<file path="src/verilog/p3cio_pkg.sv">
/*
 Constants for the six-line comparator I/O port block.
 Assumes an 8-bit register access port of the surrounding core.
*/
package p3cio_pkg;
    // Register file addresses
    localparam logic [7:0] ADDR_PORT3_DATA = 8'h03;
    localparam logic [7:0] ADDR_PORT_CONFIG = 8'h00;
    localparam logic [7:0] ADDR_PORT3_MODE = 8'hF7;
    localparam logic [7:0] ADDR_INT_REQUEST = 8'hFA;
    localparam logic [7:0] ADDR_REG_POINTER = 8'hFD;
    localparam logic [3:0] BANK_CONFIG = 4'hF;
    localparam logic [3:0] BANK_PORT = 4'h0;
    // Field positions
    localparam int MODE_ANALOG_BIT = 1;
    localparam int CFG_CMP_ROUTE_BIT = 0;
    localparam int CFG_EMI_PORT3_BIT = 4;
    localparam int CFG_EMI_OSC_BIT = 7;
    localparam int IRQ_EDGE_LO_BIT = 6;
    localparam int IRQ_EDGE_HI_BIT = 7;
    localparam int IRQ_LINE_TWO_BIT = 0;
    localparam int IRQ_LINE_THREE_BIT = 1;
    localparam int IRQ_LINE_ONE_BIT = 2;
    // Values after reset
    localparam logic [7:0] RST_PORT3_DATA = 8'h00;
    localparam logic [7:0] RST_PORT_CONFIG = 8'h7E;
    localparam logic [7:0] RST_PORT3_MODE = 8'h00;
    localparam logic [7:0] RST_INT_REQUEST = 8'h00;
    localparam logic [7:0] RST_REG_POINTER = 8'h00;
    // Reset stretch: power-up delay plus clock cycles
    localparam int CLK_PERIOD_NS = 10;
    localparam int POWERUP_DELAY_MS = 5;
    localparam int POWERUP_CYCLES = POWERUP_DELAY_MS * 1000000 / CLK_PERIOD_NS;
    localparam int RESET_TAIL_CYCLES = 18;
    localparam int RESET_CNT_W = 20;
    typedef enum logic [2:0] {
        P3CIO_RST_POWER = 3'h1,
        P3CIO_RST_TAIL = 3'h2,
        P3CIO_RST_RUN = 3'h4
    } p3cio_rst_state_t;
endpackage

</file>
<file path="src/verilog/p3cio_port.sv">
/*
 Port three block: three fixed inputs, three push-pull outputs (line four undriven in reset, on serial clock enable under serial control), two comparators,
 edge interrupt sources, comparator routing, low-emission drive control and
 register pointer bank select.
 Assumes the core drives an 8-bit register access port synchronous to clk_in,
 and that comparator results arrive as synchronous digital levels.
*/
`timescale 1ns/10ps

// Operation
// - Six lines: lines one to three fixed inputs, four to six fixed outputs.
// - Inputs are plain, unlatched; outputs drive both levels, except line four during reset or under serial control.
// - Config bits 4 and 3 put port three and port two outputs into low-emission drive.
// - Mode bit D1 enables analog mode with two comparators.
// - Analog: lines one and two positive inputs, line three common reference.
// - Lines one and two interrupt on fall, rise or both per bits 6 and 7.
// - Line three gives falling-edge interrupts only, and only in digital mode.
// - Digital mode: line three readable in port data, feeds interrupt one.
// - Lines one and two interrupt in both modes; line one is timer input.
// - Config bit D0 routes comparator results to lines four and five.
// - Timer one input on line one, output on line six.
// - With serial enabled, line four serial clock, line two slave select.
// - Oscillator and each port group get independent low-emission bits.
// - Reset on power-on, watchdog, stop recovery or low voltage.
// - Reset lasts 5 ms plus 18 clocks, no external circuit.
// - Stop recovery reset keeps the port three mode register.
// - Pointer bits 3-0 select bank, 7-4 working group; bank F holds config.
module p3cio_port #(
    parameter int POWERUP_CYCLES = p3cio_pkg::POWERUP_CYCLES
) (
    input wire logic clk_in,
    input wire logic arst_n_in,
    input wire logic watchdog_rst_in,
    input wire logic stop_recovery_rst_in,
    input wire logic low_voltage_rst_in,
    input wire logic reg_wr_in,
    input wire logic reg_rd_in,
    input wire logic [7:0] reg_addr_in,
    input wire logic [7:0] reg_wdata_in,
    input wire logic input_line_one_in,
    input wire logic input_line_two_in,
    input wire logic input_line_three_in,
    input wire logic cmp_one_result_in,
    input wire logic cmp_two_result_in,
    input wire logic timer_out_in,
    input wire logic serial_en_in,
    input wire logic serial_clock_pin_o_in,
    input wire logic serial_clock_pin_oe_in,
    output logic [7:0] reg_rdata_out,
    output logic output_line_four_out,
    output logic output_line_four_oe_out,
    output logic output_line_five_out,
    output logic output_line_six_out,
    output logic serial_clock_pin_out,
    output logic slave_select_out,
    output logic timer_ext_in_out,
    output logic edge_interrupt_zero_out,
    output logic edge_interrupt_one_out,
    output logic edge_interrupt_two_out,
    output logic analog_mode_out,
    output logic port3_low_emi_out,
    output logic osc_low_emi_out,
    output logic port2_low_emi_out,
    output logic sys_reset_out
);

    ////////////////////////////////////////////////////////////////////////
    // Reset sequencer

    p3cio_pkg::p3cio_rst_state_t rst_state_reg, rst_state_next;
    logic [p3cio_pkg::RESET_CNT_W-1:0] rst_cnt_reg, rst_cnt_next;
    logic stop_pending_reg;
    wire any_soft_rst = watchdog_rst_in | stop_recovery_rst_in | low_voltage_rst_in;
    wire [p3cio_pkg::RESET_CNT_W-1:0] power_last = p3cio_pkg::RESET_CNT_W'(POWERUP_CYCLES - 1);
    wire [p3cio_pkg::RESET_CNT_W-1:0] tail_last = p3cio_pkg::RESET_CNT_W'(p3cio_pkg::RESET_TAIL_CYCLES - 1);
    wire cnt_done_power = (rst_cnt_reg == power_last);
    wire cnt_done_tail = (rst_cnt_reg == tail_last);
    wire in_reset = (rst_state_reg != p3cio_pkg::P3CIO_RST_RUN);
    // Last tail cycle of a stop recovery restart; the mode register is kept throughout
    wire stop_release = stop_pending_reg & (rst_state_reg == p3cio_pkg::P3CIO_RST_TAIL) & cnt_done_tail;

    always_comb begin
        rst_state_next = rst_state_reg;
        rst_cnt_next = rst_cnt_reg + 1'b1;
        unique case (rst_state_reg)
            p3cio_pkg::P3CIO_RST_POWER: begin
                if (cnt_done_power) begin
                    rst_state_next = p3cio_pkg::P3CIO_RST_TAIL;
                    rst_cnt_next = '0;
                end
            end
            p3cio_pkg::P3CIO_RST_TAIL: begin
                if (cnt_done_tail) begin
                    rst_state_next = p3cio_pkg::P3CIO_RST_RUN;
                    rst_cnt_next = '0;
                end
            end
            p3cio_pkg::P3CIO_RST_RUN: begin
                rst_cnt_next = '0;
            end
            default: begin
                rst_state_next = p3cio_pkg::P3CIO_RST_POWER;
                rst_cnt_next = '0;
            end
        endcase
        if (any_soft_rst) begin
            rst_state_next = p3cio_pkg::P3CIO_RST_POWER;
            rst_cnt_next = '0;
        end
    end

    always_ff @(posedge clk_in or negedge arst_n_in) begin
        if (!arst_n_in) begin
            rst_state_reg <= p3cio_pkg::P3CIO_RST_POWER;
            rst_cnt_reg <= '0;
            stop_pending_reg <= 1'b0;
        end else begin
            rst_state_reg <= rst_state_next;
            rst_cnt_reg <= rst_cnt_next;
            if (watchdog_rst_in | low_voltage_rst_in) begin
                stop_pending_reg <= 1'b0;
            end else if (stop_recovery_rst_in) begin
                stop_pending_reg <= 1'b1;
            end else if (!in_reset) begin
                stop_pending_reg <= 1'b0;
            end
        end
    end

    ////////////////////////////////////////////////////////////////////////
    // Register decode

    logic [7:0] reg_pointer_reg, port3_data_reg, port_config_reg, port_three_mode_reg, int_request_reg;
    wire [3:0] exp_bank = reg_pointer_reg[3:0];
    wire in_bank_port = (exp_bank == p3cio_pkg::BANK_PORT);
    wire in_bank_cfg = (exp_bank == p3cio_pkg::BANK_CONFIG);
    wire sel_data = in_bank_port & (reg_addr_in == p3cio_pkg::ADDR_PORT3_DATA);
    wire sel_cfg = in_bank_cfg & (reg_addr_in == p3cio_pkg::ADDR_PORT_CONFIG);
    wire sel_mode = (reg_addr_in == p3cio_pkg::ADDR_PORT3_MODE);
    wire sel_irq = (reg_addr_in == p3cio_pkg::ADDR_INT_REQUEST);
    wire sel_rp = (reg_addr_in == p3cio_pkg::ADDR_REG_POINTER);
    wire wr_ok = reg_wr_in & ~in_reset;
    wire analog_mode = port_three_mode_reg[p3cio_pkg::MODE_ANALOG_BIT];
    wire cmp_route = port_config_reg[p3cio_pkg::CFG_CMP_ROUTE_BIT];
    wire [1:0] edge_sel = int_request_reg[p3cio_pkg::IRQ_EDGE_HI_BIT:p3cio_pkg::IRQ_EDGE_LO_BIT];

    ////////////////////////////////////////////////////////////////////////
    // Edge sources

    logic irq_one_pulse, irq_two_pulse, irq_three_pulse;
    wire fall_en = (edge_sel != 2'h1);
    wire rise_en = (edge_sel != 2'h0);

    // Lines one and two stay interrupt sources in either mode
    p3cio_edge_detect u_edge_one (
        .clk_in(clk_in),
        .arst_n_in(arst_n_in),
        .run_in(~in_reset),
        .level_in(input_line_one_in),
        .rise_en_in(rise_en),
        .fall_en_in(fall_en),
        .pulse_out(irq_one_pulse)
    );
    p3cio_edge_detect u_edge_two (
        .clk_in(clk_in),
        .arst_n_in(arst_n_in),
        .run_in(~in_reset),
        .level_in(input_line_two_in),
        .rise_en_in(rise_en),
        .fall_en_in(fall_en),
        .pulse_out(irq_two_pulse)
    );
    p3cio_edge_detect u_edge_three (
        .clk_in(clk_in),
        .arst_n_in(arst_n_in),
        .run_in(~in_reset & ~analog_mode),
        .level_in(input_line_three_in),
        .rise_en_in(1'b0),
        .fall_en_in(1'b1),
        .pulse_out(irq_three_pulse)
    );

    // Hardware set wins over a same-cycle software write
    wire [7:0] irq_set = {5'h00, irq_one_pulse, irq_three_pulse, irq_two_pulse};
    wire [7:0] irq_base = (wr_ok & sel_irq) ? reg_wdata_in : int_request_reg;
    wire [7:0] int_request_next = irq_base | irq_set;

    // Mode register survives a stop recovery restart
    wire [7:0] port_three_mode_next = (wr_ok & sel_mode) ? reg_wdata_in : port_three_mode_reg;

    ////////////////////////////////////////////////////////////////////////
    // Register file

    always_ff @(posedge clk_in or negedge arst_n_in) begin
        if (!arst_n_in) begin
            reg_pointer_reg <= p3cio_pkg::RST_REG_POINTER;
            port3_data_reg <= p3cio_pkg::RST_PORT3_DATA;
            port_config_reg <= p3cio_pkg::RST_PORT_CONFIG;
            port_three_mode_reg <= p3cio_pkg::RST_PORT3_MODE;
            int_request_reg <= p3cio_pkg::RST_INT_REQUEST;
        end else if (in_reset) begin
            reg_pointer_reg <= p3cio_pkg::RST_REG_POINTER;
            port3_data_reg <= p3cio_pkg::RST_PORT3_DATA;
            port_config_reg <= p3cio_pkg::RST_PORT_CONFIG;
            int_request_reg <= p3cio_pkg::RST_INT_REQUEST;
            if (!(stop_pending_reg | stop_recovery_rst_in)) begin
                port_three_mode_reg <= p3cio_pkg::RST_PORT3_MODE;
            end
        end else begin
            if (wr_ok & sel_rp) begin
                reg_pointer_reg <= reg_wdata_in;
            end
            if (wr_ok & sel_data) begin
                port3_data_reg <= reg_wdata_in;
            end
            if (wr_ok & sel_cfg) begin
                port_config_reg <= reg_wdata_in;
            end
            port_three_mode_reg <= port_three_mode_next;
            int_request_reg <= int_request_next;
        end
    end

    ////////////////////////////////////////////////////////////////////////
    // Read mux and pins

    // Line three reads as zero in analog mode; it is the reference there
    wire line3_read = input_line_three_in & ~analog_mode;
    wire [7:0] data_read = {port3_data_reg[7:4], line3_read, input_line_two_in, input_line_one_in, 1'b0};
    wire [7:0] rdata_mux = sel_data ? data_read :
                           sel_cfg ? port_config_reg :
                           sel_mode ? port_three_mode_reg :
                           sel_irq ? int_request_reg :
                           sel_rp ? reg_pointer_reg : 8'h00;

    wire four_port = cmp_route ? cmp_one_result_in : port3_data_reg[4];
    wire five_port = cmp_route ? cmp_two_result_in : port3_data_reg[5];
    wire four_val = serial_en_in ? serial_clock_pin_o_in : four_port;
    wire four_oe = serial_en_in ? serial_clock_pin_oe_in : 1'b1;

    always_ff @(posedge clk_in or negedge arst_n_in) begin
        if (!arst_n_in) begin
            reg_rdata_out <= 8'h00;
            output_line_four_out <= 1'b0;
            output_line_four_oe_out <= 1'b0;
            output_line_five_out <= 1'b0;
            output_line_six_out <= 1'b0;
            serial_clock_pin_out <= 1'b0;
            slave_select_out <= 1'b1;
            timer_ext_in_out <= 1'b0;
            edge_interrupt_zero_out <= 1'b0;
            edge_interrupt_one_out <= 1'b0;
            edge_interrupt_two_out <= 1'b0;
            analog_mode_out <= 1'b0;
            port3_low_emi_out <= 1'b0;
            osc_low_emi_out <= 1'b0;
            port2_low_emi_out <= 1'b0;
            sys_reset_out <= 1'b1;
        end else begin
            reg_rdata_out <= reg_rd_in ? rdata_mux : 8'h00;
            output_line_four_out <= four_val;
            output_line_four_oe_out <= four_oe & ~in_reset;
            output_line_five_out <= five_port;
            output_line_six_out <= timer_out_in;
            serial_clock_pin_out <= input_line_one_in ? 1'b0 : 1'b0;
            slave_select_out <= serial_en_in ? input_line_two_in : 1'b1;
            timer_ext_in_out <= input_line_one_in;
            edge_interrupt_zero_out <= int_request_reg[p3cio_pkg::IRQ_LINE_TWO_BIT];
            edge_interrupt_one_out <= int_request_reg[p3cio_pkg::IRQ_LINE_THREE_BIT];
            edge_interrupt_two_out <= int_request_reg[p3cio_pkg::IRQ_LINE_ONE_BIT];
            analog_mode_out <= analog_mode;
            port3_low_emi_out <= ~port_config_reg[p3cio_pkg::CFG_EMI_PORT3_BIT];
            osc_low_emi_out <= ~port_config_reg[p3cio_pkg::CFG_EMI_OSC_BIT];
            port2_low_emi_out <= ~port_config_reg[p3cio_pkg::CFG_EMI_PORT3_BIT - 1];
            sys_reset_out <= in_reset;
        end
    end

    ////////////////////////////////////////////////////////////////////////
    // Checks

    a_line3_analog_quiet: assert property (@(posedge clk_in) disable iff (!arst_n_in)
        analog_mode |-> !irq_three_pulse) else $error("line three interrupt in analog mode");
    a_line3_fall_only: assert property (@(posedge clk_in) disable iff (!arst_n_in)
        irq_three_pulse |-> !input_line_three_in && $past(input_line_three_in)) else $error("line three bad edge");
    a_route_four: assert property (@(posedge clk_in) disable iff (!arst_n_in)
        (cmp_route && !serial_en_in) |=> output_line_four_out == $past(cmp_one_result_in)) else $error("route four");
    a_route_five: assert property (@(posedge clk_in) disable iff (!arst_n_in)
        cmp_route |=> output_line_five_out == $past(cmp_two_result_in)) else $error("route five");
    a_data_five: assert property (@(posedge clk_in) disable iff (!arst_n_in)
        !cmp_route |=> output_line_five_out == $past(port3_data_reg[5])) else $error("data five");
    a_timer_six: assert property (@(posedge clk_in) disable iff (!arst_n_in)
        1'b1 |=> output_line_six_out == $past(timer_out_in)) else $error("timer out");
    a_rise_only: assert property (@(posedge clk_in) disable iff (!arst_n_in)
        (edge_sel == 2'h1 && irq_one_pulse) |-> input_line_one_in) else $error("rise select");
    a_irq_sticky: assert property (@(posedge clk_in) disable iff (!arst_n_in || in_reset)
        irq_one_pulse |=> int_request_reg[p3cio_pkg::IRQ_LINE_ONE_BIT]) else $error("irq lost");
    a_tail_len: assert property (@(posedge clk_in) disable iff (!arst_n_in || any_soft_rst)
        $rose(rst_state_reg == p3cio_pkg::P3CIO_RST_TAIL) |-> ##18 !in_reset) else $error("tail length");
    a_mode_kept: assert property (@(posedge clk_in) disable iff (!arst_n_in)
        (stop_recovery_rst_in && !watchdog_rst_in && !low_voltage_rst_in && !in_reset)
        |=> port_three_mode_reg == $past(port_three_mode_reg)) else $error("mode lost");
    a_push_pull: assert property (@(posedge clk_in) disable iff (!arst_n_in)
        (!serial_en_in && !in_reset) |=> output_line_four_oe_out) else $error("four not driven");

    c_analog_on: cover property (@(posedge clk_in) disable iff (!arst_n_in) $rose(analog_mode));
    c_route_on: cover property (@(posedge clk_in) disable iff (!arst_n_in) $rose(cmp_route));
    c_both_edges: cover property (@(posedge clk_in) disable iff (!arst_n_in) edge_sel == 2'h3 && irq_two_pulse);
    c_stop_release: cover property (@(posedge clk_in) disable iff (!arst_n_in) stop_release);
endmodule

</file>
<file path="src/verilog/p3cio_edge_detect.sv">
/*
 Edge detector for one port input line with selectable edges.
 Assumes input already synchronous to clk_in.
*/
`timescale 1ns/10ps
module p3cio_edge_detect (
    input wire logic clk_in,
    input wire logic arst_n_in,
    input wire logic run_in,
    input wire logic level_in,
    input wire logic rise_en_in,
    input wire logic fall_en_in,
    output logic pulse_out
);
    logic prev_reg;
    wire rise_seen = level_in & ~prev_reg;
    wire fall_seen = ~level_in & prev_reg;
    always_ff @(posedge clk_in or negedge arst_n_in) begin
        if (!arst_n_in) begin
            prev_reg <= 1'b1;
        end else begin
            prev_reg <= level_in;
        end
    end
    assign pulse_out = run_in & ((rise_seen & rise_en_in) | (fall_seen & fall_en_in));
endmodule

</file>
<file path="config.mk">
export PLATFORM = sky130hd
export DESIGN_NAME = p3cio_port
export DESIGN_NICKNAME = d
export VERILOG_FILES = /design/src/verilog/p3cio_pkg.sv /design/src/verilog/p3cio_port.sv /design/src/verilog/p3cio_edge_detect.sv
export SDC_FILE = /design/constraint.sdc
export NUM_CORES = 1
export LEC_CHECK = 0
export ABC_AREA = 1
export BUFFER_PORTS_ARGS = -buffer_cell sky130_fd_sc_hd__buf_2
export CAP_MARGIN = 10
export CORE_UTILIZATION = 30
export CTS_CLUSTER_SIZE = 12
export DETAILED_ROUTE_END_ITERATION = 6
export GPL_ROUTABILITY_DRIVEN = 0
export PLACE_DENSITY = 0.43
export SLEW_MARGIN = 30
export SYNTH_ARGS = -nofsm -noshare
export SYNTH_HDL_FRONTEND = slang
export SYNTH_SLANG_ARGS = --single-unit
</file>
<file path="constraint.sdc">
create_clock -name clk_in -period 2 [get_ports clk_in]
set_input_delay 0.4 -clock clk_in [delete_from_list [all_inputs] [get_ports clk_in]]
set_output_delay 0.4 -clock clk_in [all_outputs]
set_load 0.02 [all_outputs]
</file>
==> results of run 1 <==
final timing paths:
path                               startpoint                       to  slack (ps)  cells after the start
setup / recovery               rst_cnt_reg[0]          rst_cnt_reg[18]         350                      7
hold reg to reg            int_request_reg[0]  edge_interrupt_zero_out         420                      0
hold / removal                      arst_n_in   port_three_mode_reg[0]          -2                      1
setup reg to reg               rst_cnt_reg[0]          rst_cnt_reg[18]         350                      7
max in group asynchronous           arst_n_in          rst_cnt_reg[14]        1380                      2
min in group clk_in              timer_out_in      output_line_six_out         160                      1
routing by layer:
metal,part of all wire (%),vias up,routed length (µm)
met1,49,1626,5360
li1,-,1791,-
met3,3.9,6,426
met4,0.76,0,82
met2,46,68,4970
met5,0,-,0
worst reg2reg max path, delay by kind of cell, from the launching register on:
family,cells,cell delay (ps)
XOR/XNOR,1,150
adder cells (fa/ha/maj),1,270
flip-flops,1,430
AND/OR/NAND/NOR,5,690
layout make-up:
cell class,count,area (µm²)
fill,1456,8790
sequential,85,2140
multi-input combinational,353,1750
timing repair buffer,62,348
inverter,69,260
clock buffer,9,225
tap,180,225
clock inverter,7,81.3
power groups by stage:
stage | registers (mW) | logic (mW) | clock network, mW
after floorplan | 1.79 | 0.0725 | 0
after global placement | 1.79 | 0.185 | 0
after global routing | 1.76 | 0.209 | 1.87
final | 1.76 | 0.181 | 1.74
after CTS | 1.76 | 0.188 | 1.79
after detailed placement | 1.79 | 0.187 | 0
placed cells by master, fill, tap and decap left out, drive strengths merged, types with 2 or more instances in the layout:
cell,Yosys,routed
dfstp,12,12
buf,11,62
nand2,105,105
xor2,11,11
nor2,90,90
o22ai,2,2
a21oi,15,15
nor3,11,11
ha,2,2
nand3b,3,3
nand4,13,13
dfrtp,73,73
inv,68,71
o21ai,33,33
o211ai,9,9
nand3,48,48
clkinv,1,3
xnor2,4,4
or2,2,2
clkbuf,1,9
kinds of logic after synthesis:
group | after synthesis | synth area share [%]
multiplexers | 1 | 0.266
XOR/XNOR | 15 | 3.11
adder cells (fa/ha/maj) | 2 | 0.592
other | 1 | 0.0887
buffers and inverters | 81 | 7.87
AO/OA/AOI/OAI | 60 | 7.84
AND/OR/NAND/NOR | 274 | 29.6
flip-flops | 85 | 50.7
==> reports/metrics.cfg, run 1 <==
[place]
pre_cts_ws_ps=183
post-place-cells=749
placed_cell_area_um2=4730
dp_hpwl_um=7960
port-buffer-count=53

[worst_setup_path]
cp_top_family=simple AND/OR/NAND/NOR gates
path_cells=ha_1 > nand3_4 > nor3_4 > nand2_1 > nor2_1 > xor2_1 > nor2_1
cp_data_required_time_ps=2230
critPathKind=flop to flop
crit_fanout=5
slowest_delay_ps=430
crit_arrival_ps=1880
start_kind=flop
cp-end-kind=flop
cp_slowest_cell=dfrtp_1
path_buf_inv=0
cpMostUsedCell=nor2_1

[synthesis]
synth_common_cells=nand2_1 (99), nor2_1 (87), dfrtp_1 (73)
synth_cells=519
synth_top_cell_area_share_pct=43.2
synthTopCellsByArea=dfrtp_1 (43%), nand2_1 (8.8%), nor2_1 (7.7%)
async_flop_share_pct=100
yosys.area.top_type=dfrtp_1
synth_area_per_cell_um2=8.15
yosysSeqAreaShare_pct=50.7
ys_seq_elements=85
synth.distinct_cells=41
yosysWarningCount=0
synthFlopType=dfrtp_1
yosys.cell_count.top_type=nand2_1
syn_nets=553
syn_area_um2=4230
synth_edf_count=0

[floorplanning]
fp.dieH_um=121
fp.dieW_um=121
dieArea_um2=14600
rows=43
initial_utilization_pct=30.6
core_area_um2=13800
io_pins=55

[global_route]
grt_use_total_pct=16.3
globalRoute.totalOverflow=0
antenna_found_initial=0
grt_use_met1_pct=22.3
grt_pass1_wl_um=18100
grt_max_degree=39
grt_pass1_vias=3411
gr-usage-met2_pct=25.4
grt-busiest-layer=met2
grtUsageMet3_pct=3.82

[clock_tree]
cts_hold_buf=0
clk_latency_ps=350
tritoncts=built
cts_root_buf=clkbuf_16
post-cts-setup-buffers=0
cts_made_buffers=9
clock-sinks=85
htreeDepth=3
cts-resized-gates=0
ctsLongestPathBuffers=2
clk_pin_slew_worst_paths_ps=70

[sta]
timing_hold_violations_final=1
fin_worst_skew_ps=10.4
fin_crit_sh_pct=82.4
fmax_ghz=0.607
finalSetupTns_ps=0
setup_viol=0
rsz0062_at_grt=no
holdWs_ps=-2.42
finalCriticalPeriod_ps=1650
finalMaxSlewViolations=0
fin_ws_ps=351

[power_and_ir_drop]
power.density_nw_per_um2=730
peakVddDrop_mv=0.341
power_frac_clock_pct=47.3
switching_power_uw=890
comb_power_share_pct=4.9
total_power_mw=3.68
intPower_mw=2.79
sw_frac_of_total_pct=24.2
power_frac_seq_pct=47.7
power_leakage_nw=2.45

[routing]
viasPerCell=4.56
first_pass_iters=4
ant_nets=0
vias=3491
drc=0
post_drt_wl_per_cell_um=14.2
wirelength_um=10800
drt_iter0_drc=191

[final_layout]
diodes=0
final_cell_area_um2=5040
finish.net_count=614
drive_above_1_share_pct=19.1
largest_reg_flops=20
utilization_pct=36.4
stdcell_count=765
syn_to_final_growth_pct=19.1

[worst_hold_path]
hold_class=primary input to asynchronous set/reset pin

[flow_run]
cap_violations=0

[outcome]
outcome=finished with violations
violations=negative hold slack

(Power assumes the default switching activity.)
==> run 2, diff against run 1 <==
==> constraint.sdc (replaced) <==
create_clock -name clk_in -period 1.65 [get_ports clk_in]
set_input_delay 0.33 -clock clk_in [delete_from_list [all_inputs] [get_ports clk_in]]
set_output_delay 0.33 -clock clk_in [all_outputs]
set_load 0.02 [all_outputs]
==> run 2 against run 1 <==
Effect of this change: the flow now finishes without violations; worst hold slack gained 82 ps; clock-buffer cell count stayed put; fmax increased by 6.3%; utilization up 1.3 points; register-to-register slack got worse by 250 ps; clock power up 18%; global-route usage fell by 0.092 points; non-clock buffer count increased by 16; combinational power rose by 29%; sequential cell count unchanged; design area up 3.5%; via count rose by 2.7%; largest cell class unchanged; largest power group unchanged; highest routed layer unchanged.
==> reports/metrics.cfg, run 2 (synthesis results as in run 1) <==
[outcome]
outcome=finished, final reports clean

[routing]
viasPerCell=4.59  ; +0.64%
wirelength_um=10800  ; -0.18%
vias=3587  ; +2.7%
ant_nets=0  ; unchanged
drt_iter0_drc=173  ; -9.4%
drc=0  ; unchanged
post_drt_wl_per_cell_um=13.9  ; -2.2%
first_pass_iters=4  ; unchanged

[clock_tree]
cts_made_buffers=9  ; unchanged
ctsLongestPathBuffers=2  ; unchanged
cts_root_buf=clkbuf_16
clk_pin_slew_worst_paths_ps=70  ; about the same
tritoncts=built
htreeDepth=3  ; unchanged
clock-sinks=85  ; unchanged
clk_latency_ps=350  ; about the same

[final_layout]
largest_reg_flops=20  ; unchanged
stdcell_count=781  ; +2.1%
diodes=0  ; unchanged
layout_commonest_cell=nand2_1
finish.net_count=630  ; +2.6%
syn_to_final_growth_pct=23.3
layout_common_cells=nand2_1 (99), nor2_1 (84), dfrtp_1 (72)
drive_above_1_share_pct=22.1  ; +3.0 points

[power_and_ir_drop]
peakVddDrop_mv=0.519  ; +52%
power_leakage_nw=2.55  ; +3.8%
power.density_nw_per_um2=849  ; +16%

[place]
dp_hpwl_um=8070  ; +1.3%
port-buffer-count=53  ; unchanged
post-place-cells=759  ; +1.3%

[sta]
timing_hold_violations_final=0  ; -1
setup_viol=0  ; unchanged
fin_crit_sh_pct=94.0  ; +12 points
finalMaxSlewViolations=0  ; unchanged
finalSetupTns_ps=0  ; unchanged
fmax_ghz=0.644  ; +6.3%
fin_worst_skew_ps=10.1  ; -0.296 ps
finalCriticalPeriod_ps=1550  ; -97.1 ps

[floorplanning]
rows=43  ; unchanged
core_area_um2=13800  ; unchanged
dieArea_um2=14600  ; unchanged
initial_utilization_pct=30.6  ; unchanged
io_pins=55  ; unchanged
fp.dieH_um=121  ; unchanged
fp.dieW_um=121  ; unchanged

[global_route]
grt_max_degree=35  ; -10%
antenna_found_initial=0  ; unchanged
globalRoute.totalOverflow=0  ; unchanged
grt_use_total_pct=16.2  ; -0.092 points
grt_pass1_vias=3496  ; +2.5%
grt_pass1_wl_um=18000  ; -0.27%

[worst_setup_path]
slowest_delay_ps=410  ; -20 ps
cp_data_required_time_ps=1880  ; -350 ps
regToRegSetupSlack_ps=100  ; -250 ps
crit_arrival_ps=1790  ; -90 ps
start_kind=flop
critPathKind=flop to flop
path_cells=ha_4 > nand3_4 > nor3_4 > nand2_1 > nor2_2 > xor2_1 > nor2_1
crit_fanout=5  ; unchanged
cp-end-kind=flop
cp_slowest_cell=dfrtp_1

[worst_hold_path]
hold_class=primary input to flop

[flow_run]
cap_violations=0  ; unchanged

[run 2: where the power goes]
part	switching [mW]	internal [mW]	leakage, nW	total, mW
clock network	0.884	1.18	0.146	2.06
logic	0.153	0.0811	1.28	0.234
registers	0.0119	2.12	1.12	2.13
[run 2: path summary, 6_finish.rpt]
kind	start	end	depth (start not counted)
min in group asynchronous	arst_n_in	output_line_six_out	2
worst min-delay path	timer_out_in	output_line_six_out	1
worst min register to register	port_three_mode_reg[1]	analog_mode_out	0
max in group asynchronous	arst_n_in	port_config_reg[2]	3
worst max register to register	rst_cnt_reg[1]	rst_cnt_reg[18]	7
worst max-delay path	rst_cnt_reg[1]	rst_cnt_reg[18]	7
[run 2: routing by layer]
layer	vias up	part of all wire (%)	wire, µm	track usage [%]
met5	-	0	0	0
met4	0	1.6	170	5.56
met3	14	4.1	444	4.43
met2	60	46	4950	25.5
met1	1705	49	5260	21.5
li1	1808	-	-	-
[run 2: layout make-up]
class / count / area [µm²]
Sequential cell: 85 / 2140
Timing Repair Buffer: 78 / 495
Multi-Input combinational cell: 353 / 1790
Clock inverter: 7 / 73.8
Tap cell: 180 / 225
Clock buffer: 9 / 225
Inverter: 69 / 260
Fill cell: 1452 / 8610
[run 2: worst max-delay path, delay by kind of cell, from the launching register on]
kind          cells  cell delay [ps]
simple gates      5              690
flops             1              410
fa+ha+maj         1              180
xor+xnor          1              150
[run 2: stage by stage]
stage	total power, mW	util (%)	setup WS [ps]	instance area [µm²]	hold slack [ps]
after floorplan	2.26	-	168	4230	34.4
after global placement	2.40	34.9	-8.77	4830	324
after detailed placement	2.40	34.9	10.2	4830	325
after CTS	4.50	37.2	5.86	5140	69.2
after global routing	4.64	37.7	-24.2	5210	65.6
final	4.43	37.7	98.4	5210	79.7
[run 2: timing repair]
| action | in CTS | in global routing |
|---|---|---|
| hold buffers | 1 | 0 |
| hold endpoints to repair | 26 | 0 |
| setup endpoints to repair | 0 | 29 |
| buffers inserted | 0 | 5 |
| resized for setup | 0 | 9 |
==> run 3, diff against run 2 <==
--- a/config.mk
+++ b/config.mk
@@ -13,7 +13,9 @@
 export DETAILED_ROUTE_END_ITERATION = 6
 export GPL_ROUTABILITY_DRIVEN = 0
 export PLACE_DENSITY = 0.43
+export SETUP_SLACK_MARGIN = 0.02
 export SLEW_MARGIN = 30
 export SYNTH_ARGS = -nofsm -noshare
 export SYNTH_HDL_FRONTEND = slang
+export SYNTH_HIERARCHICAL = 1
 export SYNTH_SLANG_ARGS = --single-unit
==> run 3 against run 2 <==
Effect of this change: global-route usage is 0.75 points higher; largest power group unchanged; largest cell class unchanged; utilization is 0.95 points higher; total power is 1.2% lower.
==> reports/metrics.cfg, run 3 <==
[final_layout]
finish.net_count=652  ; +3.5%
drive_above_1_share_pct=26.0  ; +3.9 points
utilization_pct=38.6  ; +0.95 points
layout_commonest_cell=nand2_1
largest_reg_flops=20  ; unchanged
layout_common_cells=nand2_1 (116), dfrtp_1 (72), nor2_1 (62)
syn_to_final_growth_pct=25.5

[floorplanning]
fp.dieW_um=122  ; +0.72%
core_area_um2=13900  ; +0.78%
dieArea_um2=14800  ; +1.5%
io_pins=55  ; unchanged
fp.dieH_um=122  ; +0.72%
rows=43  ; unchanged
initial_utilization_pct=30.8  ; +0.21 points

[global_route]
globalRoute.totalOverflow=0  ; unchanged
grt_pass1_vias=3710  ; +6.1%
grt_max_degree=32  ; -8.6%
antenna_found_initial=1  ; +1
grt_use_total_pct=17.0  ; +0.75 points
grt_pass1_wl_um=18700  ; +3.8%

[routing]
wl_met1_um=5030  ; -4.2%
post_drt_wl_per_cell_um=14.6  ; +5.3%
met3WireLength_um=496  ; +12%
drt_iter0_drc=205  ; +18%
ant_nets=0  ; unchanged
viasPerCell=4.57  ; -0.46%
vias=3671  ; +2.3%
drc=0  ; unchanged
first_pass_iters=4  ; unchanged
wirelength_um=11700  ; +8.2%
met2WireLength_um=5960  ; +20%
highest_layer=met4

[sta]
fin_worst_skew_ps=10.8  ; +0.668 ps
setup_viol=0  ; unchanged
fin_crit_sh_pct=94.9  ; +0.87 points
finalMaxSlewViolations=0  ; unchanged
finalCriticalPeriod_ps=1570  ; +14.4 ps
fmax_ghz=0.639  ; -0.92%
timing_hold_violations_final=0  ; unchanged
holdWs_ps=102  ; +22.8 ps

[flow_run]
cap_violations=0  ; unchanged

[synthesis]
synth_top_family_by_area=simple AND/OR/NAND/NOR gates
syn_area_um2=4290  ; +1.5%
synth_edf_count=0  ; unchanged
yosysWarningCount=6  ; +6
synthTopCellsByArea=dfrtp_1 (43%), nand2_1 (10%), dfstp_2 (7.3%)
yosysSeqAreaShare_pct=49.9  ; -0.74 points
synth.area.mux_share_pct=0.262  ; -0.0039 points
synth_area_per_cell_um2=8.10  ; -0.63%
synthAdderAreaFrac_pct=0.583  ; -0.0086 points
synthFlopType=dfrtp_1
synth_common_cells=nand2_1 (119), dfrtp_1 (73), nor2_1 (65)
synth_compound_area_share_pct=7.26  ; -0.58 points
yosys.area.top_type=dfrtp_1
synth_cells=530  ; +2.1%
synth.distinct_cells=39  ; -4.9%
ys_seq_elements=85  ; unchanged
synth_top_cell_area_share_pct=42.6  ; -0.63 points
yosys.cell_count.top_type=nand2_1
async_flop_share_pct=100  ; unchanged
synthXorXnorAreaFrac_pct=3.06  ; -0.045 points
yosys.area_share.simple_pct=31.0  ; +1.4 points

[clock_tree]
htreeDepth=3  ; unchanged
ctsLongestPathBuffers=2  ; unchanged
clk_latency_ps=350  ; about the same
tritoncts=built
clk_pin_slew_worst_paths_ps=60  ; about the same
cts_made_buffers=9  ; unchanged
cts_root_buf=clkbuf_16
clock-sinks=85  ; unchanged

[worst_setup_path]
crit_fanout=7  ; +2
critPathKind=flop to flop
path_cells=buf_4 > ha_1 > nand2_1 > nor2_1 > nand3_1 > nand2_2 > nand2_8 > clkinv_8 > nor2_4
slowest_delay_ps=450  ; +40 ps
cp_slowest_cell=dfrtp_2
cp_data_required_time_ps=1920  ; +40 ps
start_kind=flop
crit_arrival_ps=1840  ; +50 ps
cp-end-kind=flop

[power_and_ir_drop]
power.density_nw_per_um2=812  ; -4.4%
power_leakage_nw=2.65  ; +4.0%
total_power_mw=4.37  ; -1.2%
peakVddDrop_mv=0.507  ; -2.3%

[worst_hold_path]
hold_class=primary input to flop

[place]
dp_hpwl_um=8810  ; +9.2%
port-buffer-count=53  ; unchanged

[outcome]
outcome=finished, final reports clean

-- run 3: cell types whose count changed in the layout (fill, tap and decap cells not counted), sizes merged, moves of 4 or more --
cell	previous run	this run
nand2	105	126
nand3	48	55
buf	77	83
o211ai	9	3
nor2	90	85
o21ai	33	29
-- run 3: worst max-delay path, delay by kind of cell (launching register included) --
| kind | cells | cell delay [ps] |
|---|---|---|
| simple gates | 6 | 590 |
| flops | 1 | 450 |
| buf+inv | 2 | 230 |
| fa+ha+maj | 1 | 210 |
-- run 3: routing by layer --
metal / track usage (%) / vias to the layer above
met2: 29.2 / 64
li1: - / 1863
met5: 0 / -
met4: 7.48 / 0
met3: 4.03 / 16
met1: 20.1 / 1728
-- run 3: layout make-up --
class,instances,area [µm²]
antenna,1,2.50
clock buffer,12,236
clock inverter,3,47.5
fill,1465,8550
inverter,68,272
multi-input combinational,368,1890
sequential,85,2140
tap,180,225
timing repair buffer,84,541
timing repair inverter,2,25.0
-- run 3: timing repair --
action,4_1_cts,5_1_grt
endpoints found under the hold margin,24,0
buffers inserted,0,4
hold buffers,1,0
setup endpoints to repair,7,28
gates resized for setup,1,20
cloned,0,2
pin swaps,0,6
-- run 3: cell families after synthesis --
kind of cell / count (synthesis)
other: 2
XOR/XNOR: 15
AO/OA/AOI/OAI: 55
adder cells (fa/ha/maj): 2
buffers and inverters: 78
flip-flops: 85
multiplexers: 1
AND/OR/NAND/NOR: 292
-- run 3: report_power, final --
part / switching [mW] / internal, mW
sequential: 0.00645 / 2.10
combinational: 0.163 / 0.0781
clock: 0.846 / 1.18
total: 1.02 / 3.36
-- run 3: stage by stage --
| step | instances | area, µm² | TNS [ps] | setup slack [ps] |
|---|---|---|---|---|
| detailed placement | 780 | 4950 | 0 | 15.9 |
| global placement | 780 | 4950 | 0 | 23.0 |
| CTS | 796 | 5250 | 0 | 27.1 |
| floorplan | 531 | 4300 | 0 | 167 |
| global route | 802 | 5380 | -18.5 | -6.87 |
| finish | 803 | 5390 | 0 | 84.0 |
-- run 3: path summary, 6_finish.rpt --
path                                          end  cells after the start               start  slack, ps
min                           output_line_six_out                      1        timer_out_in        100
max in group asynchronous          rst_cnt_reg[0]                      3           arst_n_in        600
max reg2reg                        rst_cnt_reg[0]                      9      rst_cnt_reg[0]         80
min in group asynchronous  edge_interrupt_one_out                      2           arst_n_in        470
min reg2reg                edge_interrupt_one_out                      0  int_request_reg[1]        390
max                                rst_cnt_reg[0]                      9      rst_cnt_reg[0]         80
